$ cat src/shared/upbmc_defs.vh
// Constants for the BMC codec: timing counts and channel select codes.
// Assumes a 200 MHz core clock; included by the design files by bare name.
`ifndef UPBMC_DEFS_VH
`define UPBMC_DEFS_VH

// Core clock period in picoseconds
`define UPBMC_CLK_PS 5000
// Nominal bit period in picoseconds (300 kbit/s, about 3333 ns)
`define UPBMC_BIT_PS 3333333
// Half-bit count in clock cycles, rounded down
`define UPBMC_HALF_CYC ((`UPBMC_BIT_PS / 2) / `UPBMC_CLK_PS)
// Default divider value loaded at reset
`define UPBMC_DIV_RST 10'h14d
// Width of the divider counter; the receive interval counter is two bits wider
`define UPBMC_CW 10
// Idle time with no transition before the bus counts as idle, in ns
`define UPBMC_IDLE_NS 12000
// Idle count in cycles
`define UPBMC_IDLE_CYC ((`UPBMC_IDLE_NS * 1000) / `UPBMC_CLK_PS)
// Width of the idle counter
`define UPBMC_IW 12
// Preamble low lead-in in half-bit units
`define UPBMC_LEAD_HB 2'h2
// Release hold after closing edge, in half-bits
`define UPBMC_TAIL_HB 2'h1
// Channel select codes
`define UPBMC_CH1 1'b0
`define UPBMC_CH2 1'b1

`endif

$ cat src/rtl/upbmc_rx.v
// BMC receive decoder: classifies intervals between edges and yields bits.
// Assumes rx_level is already synchronised to clk and half_div is stable.
`timescale 1ns/100ps
`include "upbmc_defs.vh"

module upbmc_rx (
	// Clock and reset
	input wire clk,
	input wire reset,
	// Timing
	input wire [`UPBMC_CW-1:0] half_div,
	// Line
	input wire rx_level,
	input wire rx_en,
	// Decoded bits
	output reg rx_bit_q,
	output reg rx_bit_valid_q,
	output reg rx_active_q
);

	reg prev_q; // Previous line level for edge detection
	reg [`UPBMC_CW+1:0] cnt_q; // Cycles since last edge
	reg half_seen_q; // Mid-bit edge already seen in this bit
	reg locked_q; // A boundary reference has been found
	wire edge_w;
	wire [`UPBMC_CW+1:0] thr_w;

	assign edge_w = rx_level ^ prev_q;
	// Three quarters of a bit is one and a half half-bits
	assign thr_w = {2'h0, half_div} + {3'h0, half_div[`UPBMC_CW-1:1]}; // RULE14

	// Edge interval classification
	always @(posedge clk or posedge reset) begin
		if (reset) begin
			prev_q <= 1'b0;
			cnt_q <= {(`UPBMC_CW+2){1'b0}};
			half_seen_q <= 1'b0;
			locked_q <= 1'b0;
			rx_bit_q <= 1'b0;
			rx_bit_valid_q <= 1'b0;
			rx_active_q <= 1'b0;
		end else begin
			prev_q <= rx_level;
			rx_bit_valid_q <= 1'b0;
			if (!rx_en) begin
				// Own transmission or disabled: forget lock
				locked_q <= 1'b0;
				half_seen_q <= 1'b0;
				rx_active_q <= 1'b0;
				cnt_q <= {(`UPBMC_CW+2){1'b0}};
			end else if (edge_w) begin
				cnt_q <= {(`UPBMC_CW+2){1'b0}};
				if (!locked_q) begin
					// Any edge may serve as first reference, so a lost first edge is harmless
					locked_q <= 1'b1; // RULE5
					rx_active_q <= 1'b1;
				end else if (cnt_q >= thr_w) begin
					// Full-bit gap: boundary after boundary, a zero
					rx_bit_q <= 1'b0; // RULE1
					rx_bit_valid_q <= 1'b1;
					half_seen_q <= 1'b0;
				end else if (half_seen_q) begin
					// Second short gap closes a one
					rx_bit_q <= 1'b1; // RULE2
					rx_bit_valid_q <= 1'b1;
					half_seen_q <= 1'b0;
				end else begin
					half_seen_q <= 1'b1; // Mid-bit edge
				end
			end else if (cnt_q[`UPBMC_CW+1:1] > {1'b0, half_div}) begin
				// No edge for over two half-bits: packet is over
				locked_q <= 1'b0;
				half_seen_q <= 1'b0;
				rx_active_q <= 1'b0;
			end else begin
				cnt_q <= cnt_q + {{(`UPBMC_CW+1){1'b0}}, 1'b1};
			end
		end
	end

endmodule

$ cat src/rtl/upbmc_phy.v
// BMC physical layer codec: transmit encoder, pin steering and squelch.
// Assumes the link layer supplies bits with a one-cycle handshake and that
// the channel choice and overvoltage flags come from the attach circuits.
`timescale 1ns/100ps
`include "upbmc_defs.vh"

// How it works
// RULE1 - Every bit starts with a line transition
// RULE2 - A one adds a mid-bit transition
// RULE3 - Stream stays within half-bit disparity
// RULE4 - Preamble starts by driving low
// RULE5 - Receiver locks despite missing first edge
// RULE6 - One closing edge after end-of-packet
// RULE7 - Driver enabled only while sending
// RULE8 - Data rides on the biased channel pin
// RULE9 - Channel pin fixed for whole connection
// RULE10 - Only one driver; others stay high-impedance
// RULE11 - Squelch reports bus idle
// RULE12 - Overvoltage forces the driver off
// RULE13 - Half-bit timing from programmable divider
// RULE14 - Intervals split at three-quarter bit
module upbmc_phy (
	// Clock and reset
	input wire clk,
	input wire reset,
	// Configuration
	input wire [`UPBMC_CW-1:0] half_div,
	// Connection state
	input wire attached,
	input wire chan_sel,
	input wire cc1_ovp,
	input wire cc2_ovp,
	// Transmit request and bit stream
	input wire tx_start,
	input wire tx_bit,
	input wire tx_last,
	output wire tx_bit_ready,
	output reg tx_busy_q,
	// Received bit stream
	output wire rx_bit,
	output wire rx_bit_valid,
	output wire rx_active,
	// Squelch
	output reg bus_idle_q,
	// Channel pin 1
	input wire cc1_in,
	output reg cc1_out_q,
	output reg cc1_oe_n_q,
	// Channel pin 2
	input wire cc2_in,
	output reg cc2_out_q,
	output reg cc2_oe_n_q
);

	// Transmit states, one-hot
	localparam [4:0] ST_IDLE = 5'h01;
	localparam [4:0] ST_LEAD = 5'h02;
	localparam [4:0] ST_BIT = 5'h04;
	localparam [4:0] ST_CLOSE = 5'h08;
	localparam [4:0] ST_TAIL = 5'h10;

	reg [4:0] state_q; // Transmit state
	reg [4:0] state_d;
	reg [`UPBMC_CW-1:0] div_q; // Half-bit divider count
	reg [`UPBMC_CW-1:0] div_d;
	reg [`UPBMC_CW-1:0] div_lat_q; // Divider value latched per packet
	reg [`UPBMC_CW-1:0] div_lat_d;
	reg level_q; // Encoder output level
	reg level_d;
	reg second_q; // In second half of the bit
	reg second_d;
	reg bit_q; // Bit being sent
	reg bit_d;
	reg last_q; // Bit being sent is the last one
	reg last_d;
	reg [1:0] hb_q; // Half-bit counter for lead-in and tail
	reg [1:0] hb_d;
	reg drive_q; // Driver enable
	reg drive_d;
	reg take_d; // Accept the next bit from the source
	reg chan_q; // Channel pin locked for the connection
	reg [2:0] s1_q; // Three-stage synchroniser, pin 1
	reg [2:0] s2_q; // Three-stage synchroniser, pin 2
	reg rx1_q; // Debounced pin 1 level
	reg rx2_q; // Debounced pin 2 level
	reg [`UPBMC_IW-1:0] idle_q; // Cycles without a transition
	reg line_prev_q; // Previous selected level for squelch
	wire line_w; // Level of the selected pin
	wire ovp_w; // Either pin overvolted
	wire tick_w; // End of a half-bit

	// Guard the divider: zero would make every half-bit one cycle long
	// The count runs from the reload down to zero, so a level lasts reload+1 cycles
	function [`UPBMC_CW-1:0] upbmc_reload;
		input [`UPBMC_CW-1:0] d;
		begin
			upbmc_reload = (d == {`UPBMC_CW{1'b0}}) ? `UPBMC_DIV_RST : d;
		end
	endfunction

	assign ovp_w = cc1_ovp | cc2_ovp;
	assign tick_w = (div_q == {`UPBMC_CW{1'b0}});
	assign line_w = (chan_q == `UPBMC_CH2) ? rx2_q : rx1_q; // RULE8
	assign tx_bit_ready = take_d;

	// Channel is captured while detached and frozen while attached
	always @(posedge clk or posedge reset) begin
		if (reset) begin
			chan_q <= `UPBMC_CH1;
		end else if (!attached) begin
			chan_q <= chan_sel; // RULE9
		end
	end

	// Pin synchronisers; a change counts when stages two and three agree
	always @(posedge clk or posedge reset) begin
		if (reset) begin
			s1_q <= 3'h0;
			s2_q <= 3'h0;
			rx1_q <= 1'b0;
			rx2_q <= 1'b0;
		end else begin
			s1_q <= {s1_q[1:0], cc1_in};
			s2_q <= {s2_q[1:0], cc2_in};
			if (s1_q[1] == s1_q[2]) begin
				rx1_q <= s1_q[2];
			end
			if (s2_q[1] == s2_q[2]) begin
				rx2_q <= s2_q[2];
			end
		end
	end

	// Encoder next state
	always @* begin
		state_d = state_q;
		div_d = div_q;
		div_lat_d = div_lat_q;
		level_d = level_q;
		second_d = second_q;
		bit_d = bit_q;
		last_d = last_q;
		hb_d = hb_q;
		drive_d = drive_q;
		take_d = 1'b0;
		if (!tick_w) begin
			div_d = div_q - 1'b1; // RULE13
		end else begin
			div_d = upbmc_reload(div_lat_q); // RULE13
		end
		case (state_q)
			ST_IDLE: begin
				drive_d = 1'b0; // RULE7
				if (tx_start && attached && !ovp_w) begin
					// Start low for the lead-in so the first edge is a rising one
					state_d = ST_LEAD;
					level_d = 1'b0; // RULE4
					drive_d = 1'b1;
					hb_d = `UPBMC_LEAD_HB;
					div_lat_d = half_div;
					div_d = upbmc_reload(half_div);
					take_d = 1'b1;
					bit_d = tx_bit;
					last_d = tx_last;
					second_d = 1'b0;
				end
			end
			ST_LEAD: begin
				if (tick_w) begin
					hb_d = hb_q - 2'h1;
					if (hb_q == 2'h1) begin
						state_d = ST_BIT;
						level_d = ~level_q; // RULE1
					end
				end
			end
			ST_BIT: begin
				if (tick_w) begin
					if (!second_q) begin
						second_d = 1'b1;
						// Ones toggle mid-bit; each half is equal, which bounds disparity
						if (bit_q) begin
							level_d = ~level_q; // RULE2 RULE3
						end
					end else begin
						second_d = 1'b0;
						level_d = ~level_q; // RULE1
						if (last_q) begin
							// That edge closes the final bit for the far receiver
							state_d = ST_CLOSE; // RULE6
							hb_d = `UPBMC_TAIL_HB;
						end else begin
							take_d = 1'b1;
							bit_d = tx_bit;
							last_d = tx_last;
						end
					end
				end
			end
			ST_CLOSE: begin
				if (tick_w) begin
					hb_d = hb_q - 2'h1;
					if (hb_q == 2'h1) begin
						state_d = ST_TAIL;
					end
				end
			end
			ST_TAIL: begin
				// Release the line so the attach bias returns
				drive_d = 1'b0; // RULE7 RULE10
				state_d = ST_IDLE;
			end
			default: begin
				state_d = ST_IDLE;
				drive_d = 1'b0;
			end
		endcase
		if (ovp_w) begin
			// Overvoltage aborts any packet at once
			state_d = ST_IDLE; // RULE12
			drive_d = 1'b0; // RULE12
			take_d = 1'b0; // No bit is consumed in the cycle that aborts the packet
		end
	end

	// Encoder registers
	always @(posedge clk or posedge reset) begin
		if (reset) begin
			state_q <= ST_IDLE;
			div_q <= `UPBMC_DIV_RST;
			div_lat_q <= `UPBMC_DIV_RST;
			level_q <= 1'b0;
			second_q <= 1'b0;
			bit_q <= 1'b0;
			last_q <= 1'b0;
			hb_q <= 2'h0;
			drive_q <= 1'b0;
			tx_busy_q <= 1'b0;
		end else begin
			state_q <= state_d;
			div_q <= div_d;
			div_lat_q <= div_lat_d;
			level_q <= level_d;
			second_q <= second_d;
			bit_q <= bit_d;
			last_q <= last_d;
			hb_q <= hb_d;
			drive_q <= drive_d;
			tx_busy_q <= (state_d != ST_IDLE);
		end
	end

	// Pin drive: only the locked channel is ever enabled
	always @(posedge clk or posedge reset) begin
		if (reset) begin
			cc1_out_q <= 1'b0;
			cc2_out_q <= 1'b0;
			cc1_oe_n_q <= 1'b1;
			cc2_oe_n_q <= 1'b1;
		end else begin
			cc1_out_q <= level_d;
			cc2_out_q <= level_d;
			cc1_oe_n_q <= ~(drive_d && chan_q == `UPBMC_CH1); // RULE7 RULE8
			cc2_oe_n_q <= ~(drive_d && chan_q == `UPBMC_CH2); // RULE7 RULE8
		end
	end

	// Squelch: idle once no transition is seen for the idle time
	always @(posedge clk or posedge reset) begin
		if (reset) begin
			idle_q <= {`UPBMC_IW{1'b0}};
			line_prev_q <= 1'b0;
			bus_idle_q <= 1'b0;
		end else begin
			line_prev_q <= line_w;
			// Drop the idle report on the same edge that enables the driver
			if ((line_w != line_prev_q) || drive_q || drive_d) begin
				idle_q <= {`UPBMC_IW{1'b0}};
				bus_idle_q <= 1'b0; // RULE11
			end else if (idle_q == `UPBMC_IDLE_CYC) begin
				bus_idle_q <= 1'b1; // RULE11
			end else begin
				idle_q <= idle_q + 1'b1;
			end
		end
	end

	// Receiver listens on the locked pin, and not to its own packets
	upbmc_rx u_rx (
		.clk(clk),
		.reset(reset),
		.half_div(half_div), // RULE14
		.rx_level(line_w),
		.rx_en(attached & ~drive_q), // RULE10
		.rx_bit_q(rx_bit),
		.rx_bit_valid_q(rx_bit_valid),
		.rx_active_q(rx_active) // RULE5
	);

endmodule

$ cat config.mk
export PLATFORM = sky130hd
export DESIGN_NAME = upbmc_phy
export DESIGN_NICKNAME = d
export VERILOG_FILES = /design/src/rtl/upbmc_rx.v /design/src/rtl/upbmc_phy.v
export VERILOG_INCLUDE_DIRS = /design/src /design/src/shared
export SDC_FILE = /design/constraint.sdc
export NUM_CORES = 1
export LEC_CHECK = 0
export BUFFER_PORTS_ARGS = -buffer_cell sky130_fd_sc_hd__buf_2
export CORE_MARGIN = 4
export CORE_UTILIZATION = 55
export DETAILED_ROUTE_END_ITERATION = 8
export GPL_TIMING_DRIVEN = 0
export PLACE_DENSITY_LB_ADDON = 0.25
export REMOVE_ABC_BUFFERS = 1
export SYNTH_ARGS = -nofsm -noshare
export SYNTH_HDL_FRONTEND = slang
export SYNTH_HIERARCHICAL = 1
export SYNTH_SLANG_ARGS = --single-unit
$ cat constraint.sdc
create_clock -name clk -period 5.9 [get_ports clk]
set_clock_uncertainty 0.1 [all_clocks]
set_input_delay 0.295 -clock clk [delete_from_list [all_inputs] [get_ports clk]]
set_output_delay 0.295 -clock clk [all_outputs]
set_load 0.005 [all_outputs]
---- Yosys cells after proc, flatten, opt, wreduce, memory -nomap -nowiden ----
Cells that the tools add are included.
storage, ports and cells
  register bits ........................... 75
  input port bits ......................... 21
  output and inout port bits .............. 10
  word-level logic and storage cells ...... 166
operators by class
  $add $sub $neg .......................... 5
  magnitude comparators ................... 2
  equal/unequal tests ..................... 24
  multiplexer cells ....................... 75
  bitwise gates (word level) .............. 8
  reduce and logical (&&, ||, !) cells .... 26
operator list
  operator                                             count
  two-way mux 12 bit                                   5
  two-way mux 10 bit                                   5
  two-way mux 5 bit                                    9
  two-way mux 1 bit                                    43
  logical NOT 10 bit                                   3
  adder 12 x 1 -> 12 bit (second input constant)       2
  one-hot mux 5 bit (4 select lines)                   1
  inequality test 2 bit (second input constant)        8
  inequality test 3 bit (second input constant)        5
  == test 12 bit (second input constant)               1
  greater-or-equal comparator 12 bit                   1
  AND reduction 6 bit                                  2
  adder 10 x 9 -> 11 bit                               1
  greater-than comparator 11 x 10 -> 1 bit             1
  two-way mux 2 bit                                    5
  one-hot mux 1 bit (2 select lines)                   5
  subtractor 10 x 1 -> 10 bit (second input constant)  1
  AND reduction 4 bit                                  2
  one-hot mux 2 bit (3 select lines)                   1
  AND reduction 2 bit                                  3
  nonzero test 2 bit                                   3
  nonzero test 3 bit                                   2
  == test 5 x 1 -> 1 bit (second input constant)       1
  == test 5 x 2 -> 1 bit (second input constant)       1
  other kinds (20)                                     29

---- Logic depth before layout (Yosys ltp) ----
Gate-level depths: netlist of the first run.
  depth after elaboration ................. 8
  gate-level depth with buffers ........... 14
  mapped depth without buffers ............ 14

---- Modules after synthesis ----
Netlist of the first run, hierarchy kept.
by module, submodules not included
  module     instances  cells an instance  area an instance (sq um)  seq. area each (sq um)
  upbmc_phy  1          308                2,941.6                   1,467.7
  upbmc_rx   1          207                1,780.5                   450.4

---- Worst setup path after synthesis of the first run ----
OpenSTA, ideal clock, no wires.
  path kind ............................... input -> register
  from .................................... input half_div[0]
  to ...................................... register u_rx.rx_bit_valid_q
  library setup time ...................... 0.124 ns
  arrival time ............................ 2.923 ns
  required time ........................... 5.676 ns
  path slack .............................. 2.753 ns
  stages on the path ...................... 13
  path buffers ............................ 0
  cells stage by stage .................... ha_1 fa_1 a21o_1 a21oi_1 o21ai_0 o41a_1 xor2_1 ha_1 a211oi_1 nor2_1 nor3_1 inv_1 o31a_1
on the way
  cells in the longest elaborated chain, start to end .. 6
RTL lines
  item                                RTL line        text
  from (decl)                         upbmc_phy.v:27  input wire [`UPBMC_CW-1:0] half_div,
  adder 10 x 9 -> 11 bit              upbmc_rx.v:30   assign thr_w = {2'h0, half_div} + {3'h0, half_div[`UPBMC_CW-1:1]};
  greater-or-equal comparator 12 bit  upbmc_rx.v:57   end else if (cnt_q >= thr_w) begin
  two-way mux 1 bit                   upbmc_rx.v:57
  two-way mux 1 bit                   upbmc_rx.v:53   if (!locked_q) begin
  two-way mux 1 bit                   upbmc_rx.v:51   end else if (edge_w) begin
  two-way mux 1 bit                   upbmc_rx.v:45   if (!rx_en) begin
  to (signal assigned)                upbmc_rx.v:44   rx_bit_valid_q <= 1'b0;
  to (signal assigned)                upbmc_rx.v:60   rx_bit_valid_q <= 1'b1;
  to (signal assigned)                upbmc_rx.v:65   rx_bit_valid_q <= 1'b1;
  to (decl)                           upbmc_rx.v:17   output reg rx_bit_valid_q,
Every way passes these cells.
A chain may end at the register's enable or synchronous reset.

---- Worst setup path in the final report of the first run ----
  from .................................... register div_q[0]
  to ...................................... output tx_bit_ready
on the way
  cells in the longest elaborated chain, start to end .. 4
RTL lines
  item                                RTL line         text
  from (decl)                         upbmc_phy.v:64   reg [`UPBMC_CW-1:0] div_q;
  from (signal assigned)              upbmc_phy.v:230  div_q <= `UPBMC_DIV_RST;
  from (signal assigned)              upbmc_phy.v:241  div_q <= div_d;
  logical NOT 10 bit                  upbmc_phy.v:102  assign tick_w = (div_q == {`UPBMC_CW{1'b0}});
  two-way mux 1 bit                   upbmc_phy.v:178  if (tick_w) begin
  one-hot mux 1 bit (2 select lines)  upbmc_phy.v:151  case (state_q)
  two-way mux 1 bit                   upbmc_phy.v:218  if (ovp_w) begin
  to (decl)                           upbmc_phy.v:37   output wire tx_bit_ready,
Every way passes these cells.

==> flow_summary_export.csv, run 1 <==
group,metric,value,unit
power,p_sw_share,30.2,%
cells_and_area,drive_above_1_share,14.5,%
timing,rsz0062_at_grt,"no",
clocking,cts_root_buf,"clkbuf_8",
flow_run,cap_violations,0,
clocking,clk_pin_slew_worst_paths,0.08,ns
cells_and_area,fillers,699,
clocking,clk_latency,0.35,ns
synthesis,yosysTopAreaCell,"dfrtp_1",
synthesis,synth_area,4720,um2
global_route,met3_usage,3.94,%
place,numPortBuffers,30,
global_route,grt_overflow,0,
route,dr.pass1.iters,5,
die,ios,31,
power,power_frac_comb,22.3,%
route,drc,0,
synthesis,synthTopCellsByArea,"dfrtp_1, ha_1, dfstp_2",
worst_setup_path,cpMaxStageDelayCell,"nor3_2",
worst_setup_path,critical_path_arrival,2.94,ns
route,via_per_inst,5.84,
place,hpwl,7290,um
synthesis,syn_avg_cell_area,9.17,um2
worst_setup_path,crit_path_max_incr_delay,0.81,ns
cells_and_area,diodes,0,
global_route,grt_start_max_net_pins,34,
power,p_per_area,277,nW/um2
clocking,cts.path.max_buffers,2,
place,place_congestion,0.858,
timing,slew_viol_final,0,
clocking,clock_sinks,76,
clocking,ctsResizeCount,0,
die,initial_core_util,56.9,%
timing,fin_crit,3.33,ns
power,p_leak,0.00241,uW
timing,finalSetupTns,0,ns
worst_setup_path,cp_max_fo,16,
power,p_int,1010,uW
global_route,grt_pass1_vias,3756,
synthesis,synthCells,515,
synthesis,netlist.area_leader.share,33.4,%
power,p_seq_share,47.4,%
synthesis,async_flop_share,100,%
clocking,cts_buffers,9,
die,rows,33,
synthesis,synth-edff-count,0,
route,vias,3822,
route,postRouteAntennaNets,0,
route,wl_per_cell,15.1,um
die,core,8300,um2
die,die-area,10100,um2
global_route,antenna_found_initial,0,
cells_and_area,area_growth,9.96,%
global_route,grt_pass1_wl,17100,um
synthesis,synthDistinctLibCells,64,
synthesis,yosysWarnings,6,
hold_path,hp-class,"input port to register",
power,p_clk_share,30.3,%
worst_setup_path,crit_path_end_kind,"output pin",
global_route,track_usage,20.9,%
cells_and_area,mostFrequentLayoutCells,"nand2_1, dfrtp_1, nor2_1",
die,die_h,101,um
cells_and_area,layout_commonest_cell,"nand2_1",
timing,fmax,300,MHz
worst_setup_path,path_cells,"inv_1 > ha_1 > or4b_1 > nor3_2 > nand4b_1 > a211oi_1 > buf_2",
die,fp.dieW,101,um
synthesis,ys_ff_latch,76,
global_route,grtUsageMet2,35.0,%
global_route,grt.busiest_layer,"met2",
timing,setup_violations,0,
timing,slew-limit-headroom,31.5,%
worst_setup_path,worstPathRequired,5.51,ns
power,p_sw,435,uW
synthesis,yosysSeqAreaShare,40.6,%
route,drt_iter0_markers,195,
timing,fin_hold_ws,0.0636,ns
clocking,postCtsSetupBuffers,0,
power,vdd_drop_max,0.142,mV
route,drt-total-wl,9910,um
status,status,"finished, final reports clean",
timing,worst_pin_slew,1.01,ns
timing,hold_violations,0,
clocking,cts_tree,"yes",
worst_setup_path,startpoint_type,"register",
timing,fin_crit_sh,56.5,%
global_route,grtUsageMet1,27.1,%
cells_and_area,num-nets-final,605,
synthesis,ys.flop_type,"dfrtp_1",
clocking,htreeDepth,3,
clocking,postCtsHoldBufs,3,
worst_setup_path,crit_type,"register to output pin",
## per-stage QoR
stage | instances | total power [uW] | worst slack (ns) | utilization [%] | instance area (um2)
2_1_floorplan | 500 | 914 | 2.75 | - | 4640
3_3_place_gp | 635 | 991 | 2.27 | 59.3 | 4920
3_5_place_dp | 636 | 1010 | 2.18 | 59.6 | 4940
4_1_cts | 655 | 1450 | 2.54 | 62.6 | 5190
5_1_grt | 655 | 1530 | 2.30 | 62.6 | 5190
6_report | 655 | 1440 | 2.57 | 62.6 | 5190
## power groups by stage
stage | clock (uW) | sequential (uW) | combinational (uW)
after global routing | 470 | 693 | 369
after floorplan | 0 | 674 | 240
after global placement | 0 | 688 | 303
final | 436 | 683 | 322
after detailed placement | 0 | 690 | 319
after CTS | 445 | 682 | 326
## flip-flops by register name, summed over array words and instances, names as in the netlist, 2 cells and up
name / count
div_lat_q: 10
state_q: 5
hb_q: 2
u_rx/cnt_q: 12
s1_q: 3
idle_q: 12
s2_q: 3
div_q: 10
## logic make-up after synthesis
group           after synthesis  synth area share [%]
compound gates              116                  16.8
xor+xnor                     30                  5.56
fa+ha+maj                    41                  10.9
buf+inv                      50                  4.45
flops                        76                  40.6
mux                           7                  1.67
simple gates                195                  20.0
## area by class of cell
cell class	instances	area (um2)	area share, %
multi-input combinational	389	2590	50.0
sequential	76	1920	36.9
timing repair buffer	34	200	3.86
clock buffer	12	145	2.80
inverter	35	131	2.53
tap	105	131	2.53
clock inverter	4	72.6	1.40
## worst max-delay path: cells and delay by family, from the launching register on
kind	cells	cell delay, ns
compound gates	1	0.29
simple gates	3	1.54
fa+ha+maj	1	0.14
flops	1	0.38
buf+inv	2	0.24
## path summary, 6_finish.rpt
path                       startpoint      endpoint  slack (ns)  cells after the start
min                            tx_bit         bit_q        0.06                      2
max                          div_q[0]  tx_bit_ready        2.57                      7
max reg2reg                state_q[3]     idle_q[3]        2.97                      5
min reg2reg                   s1_q[0]       s1_q[1]        0.25                      0
max in group asynchronous       reset  div_lat_q[6]        4.61                      4
min in group asynchronous       reset     idle_q[3]        0.45                      3
## routing by layer
metal  routed length, um  vias to the layer above
li1                    -                     1886
met1                4540                     1818
met2                4720                      100
met3                 490                       18
met4                 155                        0
met5                   0                        -
## cell usage after synthesis, drive strengths merged, types with 3 or more instances
cell	n
ha	38
and3	5
nand3	13
nand2b	4
inv	35
mux2i	3
or4	8
a21oi	32
a31oi	6
xnor2	17
dfrtp	63
o211ai	4
nor2	55
xor2	13
a2bb2oi	5
a211oi	8
o21a	3
a31o	7
nor3b	3
mux2	4
nor4	7
o31ai	3
o21ai	20
nand2	65
clkbuf	11
nor3	9
buf	4
o22ai	6
nor2b	4
a21o	7
dfstp	13
o21bai	3
nand4	8
No activity file was read; power rests on OpenSTA's default activity.
==> run 2: changes to the inputs <==
- clock period: 5.9 -> 3.3 ns (I/O delays scaled with it)
==> flow_summary_export.csv, run 2 (synthesis gave the netlist of run 1 again) <==
group,metric,value,unit
status,status,"finished, final reports clean",
clocking,cts.path.max_buffers,2,
worst_setup_path,worstPathRequired,3.43,ns
place,hpwl,7290,um
power,p_int,1810,uW
cells_and_area,drive_above_1_share,14.5,%
worst_setup_path,cpMaxStageDelayCell,"dlygate4sd3_1",
timing,slew-limit-headroom,32.2,%
die,rows,33,
power,p_sw_share,30.3,%
route,postRouteAntennaNets,0,
cells_and_area,post-route-util,63.9,%
worst_setup_path,crit_path_end_kind,"register",
die,initial_core_util,56.9,%
cells_and_area,num-nets-final,615,
timing,setup_violations,0,
route,drc,0,
global_route,grt_start_max_net_pins,34,
worst_setup_path,crit_path_max_incr_delay,0.53,ns
cells_and_area,layout_commonest_cell,"nand2_1",
die,fp.dieW,101,um
route,via_per_inst,5.83,
timing,fmax,318,MHz
clocking,cts_tree,"yes",
power,p_sw,785,uW
clocking,clk_pin_slew_worst_paths,0.08,ns
timing,fin_hold_ws,0.00993,ns
cells_and_area,area_growth,12.3,%
route,drt-total-wl,9950,um
timing,hold_violations,0,
timing,slew_viol_final,0,
worst_setup_path,crit_cells,13,
power,power,2590,uW
route,wl_per_cell,15.0,um
global_route,track_usage,21.0,%
worst_setup_path,r2r_cells,5,
worst_setup_path,cpMostUsedCell,"ha_1",
cells_and_area,top_regs,"idle_q (12), u_rx/cnt_q (12)",
worst_setup_path,cp_max_fo,6,
place,place_congestion,0.858,
cells_and_area,diodes,0,
global_route,antenna_found_initial,0,
worst_setup_path,critical_path_arrival,3.28,ns
die,ios,31,
timing,worst_pin_slew,1.00,ns
timing,fin_crit,3.15,ns
worst_setup_path,path_cells,"dlygate4sd3_1 > buf_2 > ha_1 > a21oi_1 > o21ai_0 > o41a_1 > xor2_1 > ha_1 > a211oi_1 > nor2_1 > nor3_2 > inv_1 > o31a_1",
die,core,8300,um2
worst_setup_path,crit_type,"input port to register",
timing,fin_crit_sh,95.3,%
place,numPortBuffers,30,
worst_setup_path,cp_num_buf_inv,3,
power,power_frac_comb,22.7,%
clocking,clock_sinks,76,
place,place_ws,-0.289,ns
clocking,cts_buffers,9,
clocking,cts_root_buf,"clkbuf_8",
global_route,grt_pass1_vias,3778,
global_route,grt_pass1_wl,17200,um
timing,finalSetupTns,0,ns
cells_and_area,mostFrequentLayoutCells,"nand2_1, dfrtp_1, nor2_1",
route,dr.pass1.iters,4,
hold_path,hp-class,"input port to register",
worst_setup_path,startpoint_type,"input port",
route,drt_iter0_markers,193,
die,die-area,10100,um2
power,vdd_drop_max,0.254,mV
power,p_seq_share,47.2,%
clocking,clk_latency,0.35,ns
die,die_h,101,um
power,p_per_area,489,nW/um2
timing,rsz0062_at_grt,"yes",
route,vias,3880,
power,p_leak,0.00247,uW
power,p_clk_share,30.2,%
timing,layout_setup_ws,0.155,ns
flow_run,cap_violations,0,
worst_setup_path,crit_family,"compound AO/OA/AOI/OAI gates",
hold_path,holdPathStages,2,
global_route,grt_overflow,0,
clocking,htreeDepth,3,
run 2: cell types whose count changed in the layout (fill, tap and decap cells not counted), sizes merged:
cell and change:
dlygate4sd3 +10
run 2: through the flow:
| stage | std cells | cell area (um2) |
|---|---|---|
| finish | 665 | 5300 |
| detailed placement | 636 | 4940 |
| CTS | 665 | 5290 |
| global placement | 635 | 4920 |
| floorplan | 500 | 4640 |
| global route | 665 | 5300 |
run 2: final timing paths:
check	startpoint	to	slack, ns
max in group asynchronous	reset	div_lat_q[6]	2.15
worst min register to register	s1_q[0]	s1_q[1]	0.25
worst max register to register	state_q[3]	idle_q[3]	0.39
min in group asynchronous	reset	s2_q[0]	0.32
worst min-delay path	half_div[0]	div_q[0]	0.01
worst max-delay path	half_div[4]	u_rx/rx_bit_valid_q	0.15
run 2: layout make-up:
class	instances	area [um2]
clock buffer	12	145
clock inverter	4	72.6
fill	694	3000
inverter	35	131
multi-input combinational	389	2610
sequential	76	1920
tap	105	131
timing repair buffer	44	300
run 2: repair_timing:
| action | 4_1_cts | 5_1_grt |
|---|---|---|
| gates resized for setup | 0 | 2 |
| setup endpoints to repair | 0 | 4 |
| setup buffers | 0 | 0 |
| hold buffers | 13 | 0 |
| endpoints found under the hold margin | 51 | 0 |
run 2: power groups by stage:
stage               Sequential [uW]  Combinational [uW]  Clock [uW]
floorplan                      1210                 429           0
global placement               1230                 541           0
detailed placement             1230                 570           0
CTS                            1220                 592         796
global route                   1240                 672         840
finish                         1220                 587         782
run 2: layer usage:
layer / part of all wire, % / track usage [%]
met2: 49 / 35.3
met4: 1.6 / 7.25
met3: 4.0 / 3.94
met1: 46 / 27.2
met5: 0 / 0
run 2: worst reg2reg max path: cells and delay by family (launching register included):
kind	cells	cell delay, ns
AOI/OAI and AO/OA	1	0.87
and+or+nand+nor	4	1.28
DFF	1	0.51
==> run 3: changes to the inputs <==
- CORE_MARGIN: 4 -> not set
==> flow_summary_export.csv, run 3 (synthesis gave the netlist of run 1 again) <==
group,metric,value,unit
cells_and_area,num-nets-final,614,
global_route,grt_start_max_net_pins,32,
timing,hold_violations,0,
clocking,clock_sinks,76,
worst_setup_path,cp_max_fo,6,
clocking,clk_pin_slew_worst_paths,0.08,ns
clocking,postCtsSetupBuffers,0,
power,vdd_drop_max,0.233,mV
hold_path,hp-class,"input port to register",
timing,rsz0062_at_grt,"no",
clocking,cts_buffers,9,
cells_and_area,layout_commonest_cell,"nand2_1",
global_route,track_usage,24.1,%
power,power_frac_comb,23.3,%
worst_setup_path,worstPathRequired,3.42,ns
worst_setup_path,path_cells,"dlygate4sd3_1 > buf_2 > ha_1 > a21oi_1 > o21ai_0 > o41a_1 > xor2_1 > ha_1 > a211oi_1 > nor2_1 > nor3_2 > inv_1 > o31a_1",
clocking,clk_latency,0.34,ns
route,via_per_inst,5.75,
power,p_leak,0.00244,uW
flow_run,cap_violations,0,
die,core,8260,um2
place,place_congestion,0.882,
worst_setup_path,critical_path_arrival,3.32,ns
route,vias,3813,
cells_and_area,diodes,0,
timing,fin_crit_sh,96.9,%
timing,slew_viol_final,0,
power,p_clk_share,28.0,%
route,drc,0,
power,power,2510,uW
status,status,"finished, final reports clean",
clocking,cts_tree,"yes",
timing,worst_pin_slew,1.06,ns
worst_setup_path,crit_family,"compound AO/OA/AOI/OAI gates",
route,postRouteAntennaNets,0,
cells_and_area,top_regs,"idle_q (12), u_rx/cnt_q (12)",
worst_setup_path,crit_path_max_incr_delay,0.53,ns
cells_and_area,drive_above_1_share,14.7,%
worst_setup_path,crit_type,"input port to register",
route,wl_per_cell,14.9,um
place,hpwl,7240,um
worst_setup_path,crit_path_end_kind,"register",
cells_and_area,area_growth,11.6,%
die,die_h,94.7,um
timing,slew-limit-headroom,29.2,%
power,p_sw,787,uW
global_route,antenna_found_initial,0,
die,ios,31,
worst_setup_path,startpoint_type,"input port",
die,initial_core_util,57.2,%
worst_setup_path,cp_num_buf_inv,3,
global_route,grt_overflow,0,
power,p_per_area,477,nW/um2
power,p_sw_share,31.3,%
worst_setup_path,r2r_setup_slack,0.38,ns
power,p_seq_share,48.7,%
clocking,htreeDepth,3,
route,drt-total-wl,9890,um
clocking,cts.path.max_buffers,2,
die,fp.dieW,94.7,um
global_route,grt_pass1_wl,17000,um
global_route,grt_pass1_vias,3756,
die,die-area,8960,um2
worst_setup_path,cpMaxStageDelayCell,"dlygate4sd3_1",
timing,fmax,313,MHz
route,drt_iter0_markers,198,
cells_and_area,mostFrequentLayoutCells,"nand2_1, dfrtp_1, nor2_1",
clocking,cts_root_buf,"clkbuf_8",
power,p_int,1730,uW
die,rows,33,
timing,setup_violations,0,
place,numPortBuffers,30,
timing,fin_hold_ws,0.0310,ns
route,dr.pass1.iters,4,
worst_setup_path,cpMostUsedCell,"ha_1",
timing,fin_crit,3.20,ns
-- run 3: cell count changes in the layout (fill, tap and decap cells not counted) --
| cell | previous run | this run |
|---|---|---|
| clkinv_4 | 0 | 2 |
| bufinv_16 | 2 | 1 |
| nor3_4 | 1 | 0 |
| clkinvlp_4 | 1 | 2 |
| dlygate4sd3_1 | 13 | 12 |
| nor3_2 | 1 | 2 |
| clkbuf_1 | 2 | 0 |
| clkinv_2 | 1 | 0 |
-- run 3: area by class of cell --
cell class                 count  area [um2]
clock inverter                 5        62.6
sequential                    76        1920
fill                         708        2990
multi-input combinational    389        2600
inverter                      35         131
tap                          105         131
timing repair buffer          43         290
clock buffer                  10         138
-- run 3: timing repair --
action,4_1_cts,5_1_grt
hold buffers,12,0
setup endpoints to repair,0,3
hold endpoints to repair,53,0
gates resized for setup,0,1
-- run 3: power by group through the flow --
stage / Sequential (uW) / Combinational [uW] / Clock [uW]
floorplan: 1210 / 429 / 0
global placement: 1230 / 542 / 0
detailed placement: 1240 / 568 / 0
CTS: 1220 / 586 / 733
global route: 1240 / 673 / 775
finish: 1220 / 586 / 705
-- run 3: final timing paths --
check | startpoint | endpoint | cells after the start
max in group asynchronous | reset | div_q[6] | 4
hold / removal | attached | chan_q | 2
hold reg to reg | s2_q[0] | s2_q[1] | 0
setup reg to reg | state_q[3] | idle_q[2] | 5
setup / recovery | half_div[4] | u_rx/rx_bit_valid_q | 13
min in group asynchronous | reset | idle_q[9] | 3
-- run 3: per-layer routing --
layer | vias to the layer above | global-route usage, % | routed length (um)
met5 | - | 0 | 0
met4 | 0 | 6.31 | 91
met3 | 7 | 4.67 | 244
met2 | 61 | 41.8 | 5080
met1 | 1831 | 30.7 | 4470
li1 | 1914 | - | -
-- run 3: stage by stage --
stage	TNS, ns	std cells	util, %	setup slack (ns)	cell area (um2)
6_report	0	663	63.8	0.102	5270
5_1_grt	0	663	63.8	0.00615	5270
4_1_cts	0	663	63.8	0.0255	5270
3_5_place_dp	-0.534	636	59.9	-0.270	4940
3_3_place_gp	-0.302	635	59.6	-0.208	4920
2_1_floorplan	0	500	-	0.283	4640
